[src/pkg/pnfc_map.vh]
// Purpose: Constants for the parallel NOR flash command controller
// Assumes: 50 MHz REF_CLK, APB slave with 32-bit data
// Notes:   Offsets are byte addresses of aligned words
`ifndef PNFC_MAP_VH
`define PNFC_MAP_VH
// ==========================================================
// Register offsets
`define PNFC_OFS_CTRL    12'h000
`define PNFC_OFS_ADDR    12'h004
`define PNFC_OFS_WDATA   12'h008
`define PNFC_OFS_RDATA   12'h00c
`define PNFC_OFS_STATUS  12'h010
`define PNFC_OFS_PROT    12'h014
// ==========================================================
// Control command field, bits 3:0 of CTRL
`define PNFC_CMD_READ    4'h1
`define PNFC_CMD_PROG    4'h2
`define PNFC_CMD_ERASE   4'h3
`define PNFC_CMD_BYP_IN  4'h4
`define PNFC_CMD_BYP_OUT 4'h5
`define PNFC_CMD_ESUSP   4'h6
`define PNFC_CMD_ERES    4'h7
`define PNFC_CMD_PSUSP   4'h8
`define PNFC_CMD_PRES    4'h9
`define PNFC_CMD_RESET   4'ha
`define PNFC_CMD_STBY    4'hb
`define PNFC_CMD_WAKE    4'hc
// ==========================================================
// Flash command sequence words
`define PNFC_UNL_ADDR1   23'h000555
`define PNFC_UNL_ADDR2   23'h0002aa
`define PNFC_UNL_DATA1   16'h00aa
`define PNFC_UNL_DATA2   16'h0055
`define PNFC_FD_PROG     16'h00a0
`define PNFC_FD_ERASE1   16'h0080
`define PNFC_FD_ERASE2   16'h0030
`define PNFC_FD_BYPASS   16'h0020
`define PNFC_FD_BYP_X1   16'h0090
`define PNFC_FD_BYP_X2   16'h0000
`define PNFC_FD_SUSP     16'h00b0
`define PNFC_FD_RES      16'h0030
`define PNFC_FD_RESET    16'h00f0
// ==========================================================
// Status bits
`define PNFC_ST_BUSY     0
`define PNFC_ST_DONE     1
`define PNFC_ST_FAIL     2
`define PNFC_ST_BYPASS   3
`define PNFC_ST_RYBY     4
`define PNFC_ST_STBY     5
`define PNFC_ST_PROTERR  6
// ==========================================================
// Bus timing, in ns and in cycles
`define PNFC_CLK_NS      20
`define PNFC_T_ACC_NS    70
`define PNFC_T_PACC_NS   30
`define PNFC_T_WP_NS     40
`define PNFC_T_ACC_CYC   ((`PNFC_T_ACC_NS + `PNFC_CLK_NS - 1) / `PNFC_CLK_NS)
`define PNFC_T_PACC_CYC  ((`PNFC_T_PACC_NS + `PNFC_CLK_NS - 1) / `PNFC_CLK_NS)
`define PNFC_T_WP_CYC    ((`PNFC_T_WP_NS + `PNFC_CLK_NS - 1) / `PNFC_CLK_NS)
`define PNFC_PAGE_WORDS  8
`endif

[src/core/pnfc_top.v]
// Purpose: APB controlled host for a word-wide parallel NOR flash
// Assumes: Device timing met by the counts in pnfc_map.vh at 50 MHz
// Notes:   Orders come via CTRL, progress via STATUS
// What this block does
// - Commands go out as ordinary write cycles to the command register.
// - Bypass mode programs in two writes, otherwise four.
// - Completion found by polling the toggle bit; inverted-data bit 7 flags a failed program.
// - Secure sector in erase suspend needs entry and exit sequences.
// - Special areas in program suspend need entry and exit sequences.
// - Host may command standby; device saves power until accessed.
//
// Decided for this implementation: the APB slave port and the address map.
`timescale 1ns/1ps
`default_nettype none
`include "pnfc_map.vh"
module pnfc_top (
  input  wire        REF_CLK,
  input  wire        NRST,
  input  wire        PSEL,
  input  wire        PENABLE,
  input  wire        PWRITE,
  input  wire [11:0] PADDR,
  input  wire [31:0] PWDATA,
  output reg  [31:0] PRDATA,
  output reg         PREADY,
  output reg         PSLVERR,
  output wire [22:0] FL_ADDR,
  output wire [15:0] FL_DQ_OUT,
  output wire        FL_DQ_OE,
  input  wire [15:0] FL_DQ_IN,
  output wire        FL_CE_N,
  output wire        FL_OE_N,
  output wire        FL_WE_N,
  output reg         FL_RESET_N,
  input  wire        READY_BUSY_OUT_N,
  output reg         WRITE_PROTECT_ACCEL_IN
);
  localparam S_IDLE = 3'h0;
  localparam S_SEQ  = 3'h1;
  localparam S_READ = 3'h2;
  localparam S_POLL = 3'h3;
  localparam S_WAIT = 3'h4;
  // Cycle counts cut to the 3-bit length field of the bus cycle
  localparam [31:0] ACC_CYC  = `PNFC_T_ACC_CYC;
  localparam [31:0] PACC_CYC = `PNFC_T_PACC_CYC;
  localparam [31:0] WP_CYC   = `PNFC_T_WP_CYC;

  // ==========================================================
  // Registers
  reg [3:0]  ctrl_cmd;
  reg        go;
  reg [22:0] addr;
  reg [15:0] wdata;
  reg [15:0] rdata;
  reg        busy;
  reg        done_f;
  reg        fail_f;
  reg        bypass;
  reg        stby;
  reg        protect_err;
  reg        wp_low;
  reg [2:0]  state;
  reg [2:0]  step;
  reg [2:0]  nsteps;
  reg        poll_after;
  reg [19:0] page_tag;
  reg        page_ok;
  reg        last_dq6;
  reg        have_last;
  reg        bc_start;
  reg        bc_wr;
  reg [22:0] bc_addr;
  reg [15:0] bc_wdata;
  reg [2:0]  bc_len;
  wire [15:0] bc_rdata;
  wire        bc_done;
  wire        ready_pin = READY_BUSY_OUT_N;

  // ==========================================================
  // Command sequence word for a given step
  function [38:0] seq_word;
    input [3:0]  cmd;
    input [2:0]  idx;
    input        byp;
    input [22:0] a;
    input [15:0] d;
    reg   [38:0] u1;
    reg   [38:0] u2;
    begin
      u1 = {`PNFC_UNL_ADDR1, `PNFC_UNL_DATA1};
      u2 = {`PNFC_UNL_ADDR2, `PNFC_UNL_DATA2};
      seq_word = {a, d};
      case (cmd)
        `PNFC_CMD_PROG: begin
          if (byp) begin
            seq_word = (idx == 3'h0) ? {a, `PNFC_FD_PROG} : {a, d};
          end else begin
            case (idx)
              3'h0:    seq_word = u1;
              3'h1:    seq_word = u2;
              3'h2:    seq_word = {`PNFC_UNL_ADDR1, `PNFC_FD_PROG};
              default: seq_word = {a, d};
            endcase
          end
        end
        `PNFC_CMD_ERASE: begin
          case (idx)
            3'h0, 3'h3: seq_word = u1;
            3'h1, 3'h4: seq_word = u2;
            3'h2:       seq_word = {`PNFC_UNL_ADDR1, `PNFC_FD_ERASE1};
            default:    seq_word = {a, `PNFC_FD_ERASE2};
          endcase
        end
        `PNFC_CMD_BYP_IN: begin
          case (idx)
            3'h0:    seq_word = u1;
            3'h1:    seq_word = u2;
            default: seq_word = {`PNFC_UNL_ADDR1, `PNFC_FD_BYPASS};
          endcase
        end
        `PNFC_CMD_BYP_OUT: begin
          seq_word = (idx == 3'h0) ? {a, `PNFC_FD_BYP_X1} : {a, `PNFC_FD_BYP_X2};
        end
        `PNFC_CMD_ESUSP, `PNFC_CMD_PSUSP: seq_word = {a, `PNFC_FD_SUSP};
        `PNFC_CMD_ERES, `PNFC_CMD_PRES:   seq_word = {a, `PNFC_FD_RES};
        `PNFC_CMD_RESET: seq_word = {a, `PNFC_FD_RESET};
        // raw write for area entry and exit
        default:         seq_word = {a, d};
      endcase
    end
  endfunction

  // Steps per command; bypass program needs two writes, not four
  function [2:0] seq_len;
    input [3:0] cmd;
    input       byp;
    begin
      case (cmd)
        `PNFC_CMD_PROG:    seq_len = byp ? 3'h2 : 3'h4;
        `PNFC_CMD_ERASE:   seq_len = 3'h6;
        `PNFC_CMD_BYP_IN:  seq_len = 3'h3;
        `PNFC_CMD_BYP_OUT: seq_len = 3'h2;
        default:           seq_len = 3'h1;
      endcase
    end
  endfunction

  wire [38:0] cur_word = seq_word(ctrl_cmd, step, bypass, addr, wdata);

  // ==========================================================
  // APB slave, one wait-free access phase
  wire acc = PSEL && PENABLE;
  always @(posedge REF_CLK or negedge NRST) begin
    if (!NRST) begin
      PRDATA  <= 32'h00000000;
      PREADY  <= 1'b0;
      PSLVERR <= 1'b0;
    end else begin
      PREADY  <= PSEL && !PENABLE;
      PSLVERR <= 1'b0;
      PRDATA  <= 32'h00000000;
      if (PSEL && !PENABLE && !PWRITE) begin
        case (PADDR)
          `PNFC_OFS_CTRL:   PRDATA <= {28'h0000000, ctrl_cmd};
          `PNFC_OFS_ADDR:   PRDATA <= {9'h000, addr};
          `PNFC_OFS_WDATA:  PRDATA <= {16'h0000, wdata};
          `PNFC_OFS_RDATA:  PRDATA <= {16'h0000, rdata};
          `PNFC_OFS_STATUS: PRDATA <= {25'h0000000, protect_err, stby, ready_pin,
                                       bypass, fail_f, done_f, busy};
          `PNFC_OFS_PROT:   PRDATA <= {31'h00000000, wp_low};
          default:          PSLVERR <= 1'b1;
        endcase
      end else if (PSEL && !PENABLE) begin
        case (PADDR)
          `PNFC_OFS_CTRL, `PNFC_OFS_ADDR, `PNFC_OFS_WDATA, `PNFC_OFS_STATUS,
          `PNFC_OFS_PROT: PSLVERR <= 1'b0;
          default:        PSLVERR <= 1'b1;
        endcase
      end
    end
  end

  wire wr_ctrl = acc && PREADY && PWRITE && (PADDR == `PNFC_OFS_CTRL);
  wire clr_st  = acc && PREADY && PWRITE && (PADDR == `PNFC_OFS_STATUS);

  // ==========================================================
  // Sequencer
  always @(posedge REF_CLK or negedge NRST) begin
    if (!NRST) begin
      ctrl_cmd <= 4'h0;
      go <= 1'b0;
      addr <= 23'h000000;
      wdata <= 16'h0000;
      rdata <= 16'h0000;
      busy <= 1'b0;
      done_f <= 1'b0;
      fail_f <= 1'b0;
      bypass <= 1'b0;
      stby <= 1'b0;
      protect_err <= 1'b0;
      wp_low <= 1'b0;
      state <= S_IDLE;
      step <= 3'h0;
      nsteps <= 3'h0;
      poll_after <= 1'b0;
      page_tag <= 20'h00000;
      page_ok <= 1'b0;
      last_dq6 <= 1'b0;
      have_last <= 1'b0;
      bc_start <= 1'b0;
      bc_wr <= 1'b0;
      bc_addr <= 23'h000000;
      bc_wdata <= 16'h0000;
      bc_len <= 3'h0;
      FL_RESET_N <= 1'b0;
      WRITE_PROTECT_ACCEL_IN <= 1'b0;
    end else begin
      FL_RESET_N <= 1'b1;
      WRITE_PROTECT_ACCEL_IN <= !wp_low;
      bc_start <= 1'b0;
      if (acc && PREADY && PWRITE) begin
        if (PADDR == `PNFC_OFS_ADDR)  addr  <= PWDATA[22:0];
        if (PADDR == `PNFC_OFS_WDATA) wdata <= PWDATA[15:0];
        if (PADDR == `PNFC_OFS_PROT)  wp_low <= PWDATA[0];
      end
      if (clr_st) begin
        done_f <= 1'b0;
        fail_f <= 1'b0;
        protect_err <= 1'b0;
      end
      if (wr_ctrl && !busy) begin
        ctrl_cmd <= PWDATA[3:0];
        go <= 1'b1;
      end
      case (state)
        S_IDLE: begin
          if (go) begin
            go <= 1'b0;
            busy <= 1'b1;
            step <= 3'h0;
            nsteps <= seq_len(ctrl_cmd, bypass);
            poll_after <= (ctrl_cmd == `PNFC_CMD_PROG) || (ctrl_cmd == `PNFC_CMD_ERASE);
            have_last <= 1'b0;
            if (ctrl_cmd == `PNFC_CMD_READ) begin
              bc_len <= (page_ok && page_tag == addr[22:3] && !stby) ?
                        PACC_CYC[2:0] : ACC_CYC[2:0];
              bc_wr <= 1'b0;
              bc_addr <= addr;
              bc_start <= 1'b1;
              state <= S_READ;
            end else if (ctrl_cmd == `PNFC_CMD_STBY || ctrl_cmd == `PNFC_CMD_WAKE) begin
              // standby held by chip enable off
              stby <= (ctrl_cmd == `PNFC_CMD_STBY);
              page_ok <= 1'b0;
              busy <= 1'b0;
              done_f <= 1'b1;
            end else begin
              page_ok <= 1'b0;
              state <= S_SEQ;
            end
          end
        end
        S_SEQ: begin
          bc_wr <= 1'b1;
          bc_addr <= cur_word[38:16];
          bc_wdata <= cur_word[15:0];
          bc_len <= WP_CYC[2:0];
          bc_start <= 1'b1;
          state <= S_WAIT;
        end
        S_WAIT: begin
          if (bc_done) begin
            if (step + 3'h1 < nsteps) begin
              step <= step + 3'h1;
              state <= S_SEQ;
            end else if (poll_after) begin
              bc_wr <= 1'b0;
              bc_addr <= addr;
              bc_len <= ACC_CYC[2:0];
              bc_start <= 1'b1;
              state <= S_POLL;
            end else begin
              if (ctrl_cmd == `PNFC_CMD_BYP_IN)  bypass <= 1'b1;
              if (ctrl_cmd == `PNFC_CMD_BYP_OUT || ctrl_cmd == `PNFC_CMD_RESET) bypass <= 1'b0;
              busy <= 1'b0;
              done_f <= 1'b1;
              state <= S_IDLE;
            end
          end
        end
        S_READ: begin
          if (bc_done) begin
            rdata <= bc_rdata;
            page_tag <= addr[22:3];
            page_ok <= 1'b1;
            busy <= 1'b0;
            done_f <= 1'b1;
            state <= S_IDLE;
          end
        end
        S_POLL: begin
          if (bc_done) begin
            last_dq6 <= bc_rdata[6];
            have_last <= 1'b1;
            if (have_last && last_dq6 == bc_rdata[6]) begin
              fail_f <= (ctrl_cmd == `PNFC_CMD_PROG) && (bc_rdata[7] != wdata[7]);
              protect_err <= (ctrl_cmd == `PNFC_CMD_PROG) && (bc_rdata != wdata);
              busy <= 1'b0;
              done_f <= 1'b1;
              state <= S_IDLE;
            end else begin
              bc_start <= 1'b1;
            end
          end
        end
        default: state <= S_IDLE;
      endcase
    end
  end

  pnfc_buscyc u_cyc (
    .clk   (REF_CLK),
    .nrst  (NRST),
    .start (bc_start),
    .wr    (bc_wr),
    .addr  (bc_addr),
    .wdata (bc_wdata),
    .len   (bc_len),
    .dq_in (FL_DQ_IN),
    .a_out (FL_ADDR),
    .dq_out(FL_DQ_OUT),
    .dq_oe (FL_DQ_OE),
    .ce_n  (FL_CE_N),
    .oe_n  (FL_OE_N),
    .we_n  (FL_WE_N),
    .rdata (bc_rdata),
    .done  (bc_done)
  );
endmodule
`default_nettype wire

[src/core/pnfc_buscyc.v]
// Purpose: One flash bus cycle (read or write) on the asynchronous pins
// Assumes: Flash pins timed from REF_CLK, inputs synchronous
// Notes:   Holds strobes for the given count of cycles plus one
`timescale 1ns/1ps
`default_nettype none
`include "pnfc_map.vh"
module pnfc_buscyc (
  input  wire        clk,
  input  wire        nrst,
  input  wire        start,
  input  wire        wr,
  input  wire [22:0] addr,
  input  wire [15:0] wdata,
  input  wire [2:0]  len,
  input  wire [15:0] dq_in,
  output reg  [22:0] a_out,
  output reg  [15:0] dq_out,
  output reg         dq_oe,
  output reg         ce_n,
  output reg         oe_n,
  output reg         we_n,
  output reg  [15:0] rdata,
  output reg         done
);
  reg [2:0] cnt;
  reg       act;
  always @(posedge clk or negedge nrst) begin
    if (!nrst) begin
      a_out  <= 23'h000000;
      dq_out <= 16'h0000;
      dq_oe  <= 1'b0;
      ce_n   <= 1'b1;
      oe_n   <= 1'b1;
      we_n   <= 1'b1;
      rdata  <= 16'h0000;
      done   <= 1'b0;
      cnt    <= 3'h0;
      act    <= 1'b0;
    end else begin
      done <= 1'b0;
      if (start && !act) begin
        act    <= 1'b1;
        cnt    <= len;
        a_out  <= addr;
        dq_out <= wdata;
        dq_oe  <= wr;
        ce_n   <= 1'b0;
        oe_n   <= wr;
        we_n   <= !wr;
      end else if (act) begin
        if (cnt != 3'h0) begin
          cnt <= cnt - 3'h1;
        end else begin
          // Data sampled at the end, strobes released together
          if (!oe_n) begin
            rdata <= dq_in;
          end
          act   <= 1'b0;
          ce_n  <= 1'b1;
          oe_n  <= 1'b1;
          we_n  <= 1'b1;
          dq_oe <= 1'b0;
          done  <= 1'b1;
        end
      end
    end
  end
endmodule
`default_nettype wire

[config.mk]
export PLATFORM = sky130hd
export DESIGN_NAME = pnfc_top
export DESIGN_NICKNAME = d
export VERILOG_FILES = /design/src/core/pnfc_top.v /design/src/core/pnfc_buscyc.v
export VERILOG_INCLUDE_DIRS = /design/src /design/src/pkg
export SDC_FILE = /design/constraint.sdc
export NUM_CORES = 1
export LEC_CHECK = 0
export BUFFER_PORTS_ARGS = -buffer_cell sky130_fd_sc_hd__buf_2
export CAP_MARGIN = 20
export CORE_MARGIN = 10
export CORE_UTILIZATION = 48
export CTS_BUF_LIST = sky130_fd_sc_hd__clkbuf_2 sky130_fd_sc_hd__clkbuf_4 sky130_fd_sc_hd__clkbuf_8
export CTS_CLUSTER_DIAMETER = 40
export DETAILED_ROUTE_END_ITERATION = 10
export PLACE_DENSITY = 0.75
export SETUP_SLACK_MARGIN = 0.3
export SYNTH_ARGS = -nofsm -noshare
export SYNTH_HDL_FRONTEND = slang
export SYNTH_SLANG_ARGS = --single-unit
[constraint.sdc]
create_clock -name REF_CLK -period 2.7 [get_ports REF_CLK]
set_input_delay 0.54 -clock REF_CLK [delete_from_list [all_inputs] [get_ports REF_CLK]]
set_output_delay 0.54 -clock REF_CLK [all_outputs]
set_load 0.005 [all_outputs]
Word level (Yosys, flattened, before mapping):

Index checks and enable logic that the tools add are counted.

* input bits: 66
* output and inout port bits: 79
* register bits after elaboration: 244
* logic and storage cells: 263

* multiplexer cells: 113
* reductions and logical operators: 59
* bitwise logic cells: 6
* magnitude comparators: 1
* eq/ne operators: 42
* add/subtract/negate cells: 2

Operators with widths (count)
* 39-bit one-hot mux with 7 select lines: 1
* 39-bit one-hot mux with 3 select lines: 2
* 23-bit 2-to-1 mux: 6
* 23-bit one-hot mux with 6 select lines: 1
* 23-bit one-hot mux with 3 select lines: 1
* 1-bit 2-to-1 mux: 66
* 3-bit 2-to-1 mux: 20
* 27-bit one-hot mux with 2 select lines: 1
* 39-bit 2-to-1 mux: 1
* 12-bit by 4-bit equality test with 1-bit output, second input constant: 2
* 12-bit by 5-bit equality test with 1-bit output, second input constant: 2
* 20-bit equality test: 1
* 4-bit equality test, second input constant: 5
* 4-bit by 3-bit equality test with 1-bit output, second input constant: 4
* 16-bit 2-to-1 mux: 1
* 16-bit inequality test: 1
* 2-bit inequality test, second input constant: 8
* 2-bit AND reduction: 8
* 4-bit AND reduction: 4
* 3-bit one-hot mux with 5 select lines: 1
* 1-bit logical AND: 14
* 12-bit by 3-bit equality test with 1-bit output, second input constant: 1
* 3-bit by 2-bit equality test with 1-bit output, second input constant: 4
* 12-bit zero test: 1
* 33 further kinds: 67

Longest topological paths before layout:

* depth after elaboration: 9
* gate-level depth with buffers: 11
* gate-level depth less buffers: 9

Modules after synthesis:

Synthesis repeated with hierarchy kept, for this count alone.

* cell total of the unflattened synthesis: 974
* area, all modules: 10801.6 um^2

By module, submodules not included
* pnfc_top: cells each 735, instances 1, area each 8245.4 um^2
* pnfc_buscyc: cells each 239, instances 1, area each 2556.2 um^2

Worst setup path before layout:

No wires, ideal clock.

* path kind: register -> register
* from: reg step[2]
* to: reg bc_len[2]
* stages on the path, launching flop included: 12
* path buffers: 2
* data required time: 2.579 ns
* period minus slack after synthesis: 2.748 ns
* data arrival time: 2.627 ns
* slack: -0.048 ns
* cells stage by stage: dfrtp_1 clkinv_1 ha_1 inv_1 ha_1 nand2_1 o21a_4 o31a_4 or2_1 buf_2 buf_6 a22o_1

* longest elaborated chain between the ends: 4

RTL lines
* start: declaration: RTL line pnfc_top.v:63 `reg [2:0] step;`
* start signal: assignment: RTL line pnfc_top.v:274 `step <= step + 3'h1;`
* 3-bit by 1-bit adder with 3-bit output: RTL line pnfc_top.v:273 `if (step + 3'h1 < nsteps) begin`
* 3-bit less-than comparator: RTL line pnfc_top.v:273
* 2-bit inequality test (no source line)
* 6-bit AND reduction (no source line)
* end signal: assignment: RTL line pnfc_top.v:245 `bc_len <= (page_ok && page_tag == addr[22:3] && !stby) ?`
* end signal: assignment: RTL line pnfc_top.v:267 `bc_len <= WP_CYC[2:0];`
* end signal: assignment: RTL line pnfc_top.v:279 `bc_len <= ACC_CYC[2:0];`
* end: declaration: RTL line pnfc_top.v:74 `reg [2:0] bc_len;`

No other way between the ends.
A chain may end at the register's enable or synchronous reset.

Worst setup path in the final report:

* from: reg step[1]
* to: reg bc_addr[17]

* longest elaborated chain between the ends: 5
* elaborated cells on any way between the ends: 16

RTL lines
* parallel branches: the longest is 5 deep, another holds 3-bit by 1-bit adder with 3-bit output
* end signal: assignment: RTL line pnfc_top.v:248 `bc_addr <= addr;`
* end signal: assignment: RTL line pnfc_top.v:265 `bc_addr <= cur_word[38:16];`
* end signal: assignment: RTL line pnfc_top.v:278 `bc_addr <= addr;`
* end: declaration: RTL line pnfc_top.v:72 `reg [22:0] bc_addr;`

Parallel ways; which one is timed is not known.

==> impl_metrics.tcl <==
set metrics [dict create \
    async_reset_ff_share_pct 100 \
    routed_wire_length_per_instance_um 19.4 \
    width_of_the_chip_um 170 \
    detail_route.drc_violations 0 \
    numPortBuffers 126 \
    antenna_found_initial 0 \
    power.density_mw_per_mm2 789 \
    power.share.clock_pct 33.6 \
    insertion_delay_ps 540 \
    grt_overflow_total 0 \
    clk_path_buf_depth 3 \
    setup_viol 0 \
    rows 54 \
    die_h_um 170 \
    tritoncts "built" \
    total_leakage_power_nw 6.38 \
    cts_sinks 234 \
    power.share.switching_pct 30.0 \
    layout.nets 1203 \
    hold_violation_count_in_the_final_report 0 \
    routed_via_density 5.49 \
    dr.first_iter.drc_count 649 \
    drive_gt1_share_pct 34.8 \
    max_rail_drop_vdd_uv 539 \
    antenna_left 0 \
    share_comb_of_total_power_pct 21.7 \
    largest_net_degree_at_the_start_of_global_routing 82 \
    ys_types 85 \
    status "finished clean" \
    pre_antenna_drt_iters 5 \
    slew_violations 0 \
    fin_crit_sh_pct 93.2 \
    htree_depth 2 \
    power.share.sequential_pct 44.7 \
    syn-cell-area_mm2 0.0108 \
    relSlewSlack_pct 58.1 \
    floorplan.io_pins 145 \
    multi_input_comb_area_mm2 0.00468 \
    ys_seq_area_share_pct 54.1 \
    drv_cap 0 \
    path_clk_slew_ps 60 \
    synthesis.instances 956 \
    synth-edff-count 0 \
    final_critical_path_setup_slack_ps 184 \
    critical_path.startpoint_type "flip-flop" \
    fmax_ghz 0.397 \
    clock_skew_ps 24.2 \
    detailroute.via_count 7891 \
    placement.setup.worst_slack_ps 78.5 \
    post_synthesis_sequential_element_count 234 \
    gr-usage-all-layers_pct 19.5 \
    cts-root-buf "clkbuf_8" \
    routabilityCongestion 0.943 \
    hold_class "input port to flip-flop" \
    postSynthAreaPerCell_um2 11.3 \
    synth-main-ff-cell "dfrtp_1" \
    area_delta_synth_final_pct 20.1 \
    register_area_mm2 0.00586 \
    placeableCoreArea_mm2 0.0220 \
    grt_pass1_wl_um 45000 \
    ys_warn_count 0 \
    layout_min_cycle_time_ps 2520 \
    die_footprint_mm2 0.0290 \
    first_global_vias 8214 \
    initial_utilization_pct 49.1 \
    grt_setup_unrepaired "yes" \
    tritoncts.num_buffers 40 \
    setup.worst_path.end_class "flip-flop" \
    rrSetupSlack_ps 180 \
    cellInternalPower_mw 7.17 \
    final.setup.tns_ps 0 \
    route.final.wire_length_um 27900 \
    final_hpwl_from_detailed_placement_um 20400 \
    worstPathMaxFanout 6 \
    netSwitchingPower_mw 3.08 \
    timing_worst_setup_path_type "flip-flop to flip-flop" \
    antenna_cells 0 \
    worst-endpoint-arrival_ps 2980 \
    worstMarginPinSlew_ps 629 \
    fillCellCount 1819 \
    cp_data_required_time_ps 3170 \
]
[stage by stage]
| stage | util [%] | total power, mW | hold WS [ps] | area [um^2] | std cells |
|---|---|---|---|---|---|
| 4_1_cts | 58.9 | 10.3 | 196 | 13000 | 1437 |
| 3_3_place_gp | 54.3 | 6.66 | 427 | 12000 | 1356 |
| 6_report | 59.0 | 10.2 | 211 | 13000 | 1438 |
| 3_5_place_dp | 54.3 | 6.75 | 438 | 12000 | 1356 |
| 2_1_floorplan | - | 5.97 | 244 | 10900 | 964 |
| 5_1_grt | 59.0 | 10.8 | 211 | 13000 | 1438 |
[worst max-delay path, cell delays in order, from the launching register on]
cell     delay, ps
dfrtp_1        420
ha_2           220
ha_4           270
inv_4           40
ha_4           280
nand2_4         50
o21a_4         230
o31a_4         320
buf_6          140
nor3_4         110
buf_6          150
buf_12         110
a22o_1         120
[timing repair]
item,4_1_cts,5_1_grt
resized for setup,13,3
hold buffers,1,0
endpoints found under the hold margin,3,0
buffers inserted,6,1
gates cloned,2,0
setup endpoints to repair,27,30
pin swaps,6,7
[registers in the layout (all words and copies together) (netlist names), 20 cells and up]
register	flops
u_cyc.a_out	23
page_tag	20
addr	23
PRDATA	23
bc_addr	23
[cell usage after synthesis (all sizes together), types with 8 or more instances]
cell type / n / share of area, %
dfrtp: 231 / 53
nand2: 171 / 6.0
mux2: 111 / 12
o21ai: 51 / 2.4
nor2: 36 / 1.2
xnor2: 36 / 2.9
buf: 33 / 2.1
a21oi: 26 / 1.2
clkbuf: 26 / 0.91
nand3: 19 / 0.88
a22o: 18 / 1.5
a22oi: 16 / 1.1
inv: 15 / 0.52
nor2b: 13 / 0.75
a2bb2oi: 12 / 1.0
nand4: 10 / 0.58
and2: 9 / 0.54
ha: 9 / 1.0
nor3: 9 / 0.57
a21o: 8 / 0.55
nand2b: 8 / 0.46
[power by group through the flow]
stage | combinational (mW) | sequential (mW) | clock (mW)
finish | 2.22 | 4.58 | 3.45
global route | 2.47 | 4.66 | 3.67
CTS | 2.23 | 4.57 | 3.51
detailed placement | 2.12 | 4.63 | 0
global placement | 2.05 | 4.60 | 0
floorplan | 1.53 | 4.45 | 0
[placed cells by master, fill, tap and decap left out, drive strengths merged, types with 9 or more instances in the layout]
master,instances
ha,9
mux2,111
a21oi,26
a22oi,16
nand4,10
and2,9
clkbuf,61
nand2,171
o21ai,51
inv,15
nor2,36
nand3,19
conb,10
dfrtp,231
a22o,18
xnor2,36
buf,180
nor3,9
nor2b,13
a2bb2oi,12
[path summary, 6_finish.rpt]
check | endpoint | from | cells after the start
setup / recovery | bc_addr[17]$_DFFE_PN0P_ | step[1]$_DFFE_PN0P_ | 12
hold / removal | addr[21]$_DFFE_PN0P_ | PWDATA[21] | 2
setup reg to reg | bc_addr[17]$_DFFE_PN0P_ | step[1]$_DFFE_PN0P_ | 12
hold reg to reg | WRITE_PROTECT_ACCEL_IN$_DFF_PN0_ | wp_low$_DFFE_PN0P_ | 1
max in group asynchronous | u_cyc.ce_n$_DFFE_PN1P_ | NRST | 3
min in group asynchronous | PRDATA[0]$_DFF_PN0_ | NRST | 2
[layer usage]
| metal | up-vias | share of wire [%] | GRT usage, % |
|---|---|---|---|
| met2 | 238 | 46 | 29.8 |
| met1 | 3912 | 44 | 26.8 |
| met5 | - | 0 | 0 |
| met4 | 0 | 2.4 | 6.41 |
| met3 | 42 | 7.2 | 4.49 |
| li1 | 3699 | - | - |
[kinds of logic after synthesis]
kind of cell	synth area share [%]
xor+xnor	3.07
simple gates	13.7
flops	54.1
compound gates	11.6
buf+inv	3.58
mux	12.8
other cells	0.0694
fa+ha+maj	1.04
[cell type report]
type / instances / share of cell area, %
well taps: 280 / 2.70
multi-input cells: 655 / 36.0
clock buffers: 61 / 5.93
inverters: 16 / 0.491
clock inverters: 11 / 0.905
repair buffers: 181 / 8.88
flip-flops and latches: 234 / 45.1
(Power assumes the default switching activity.)
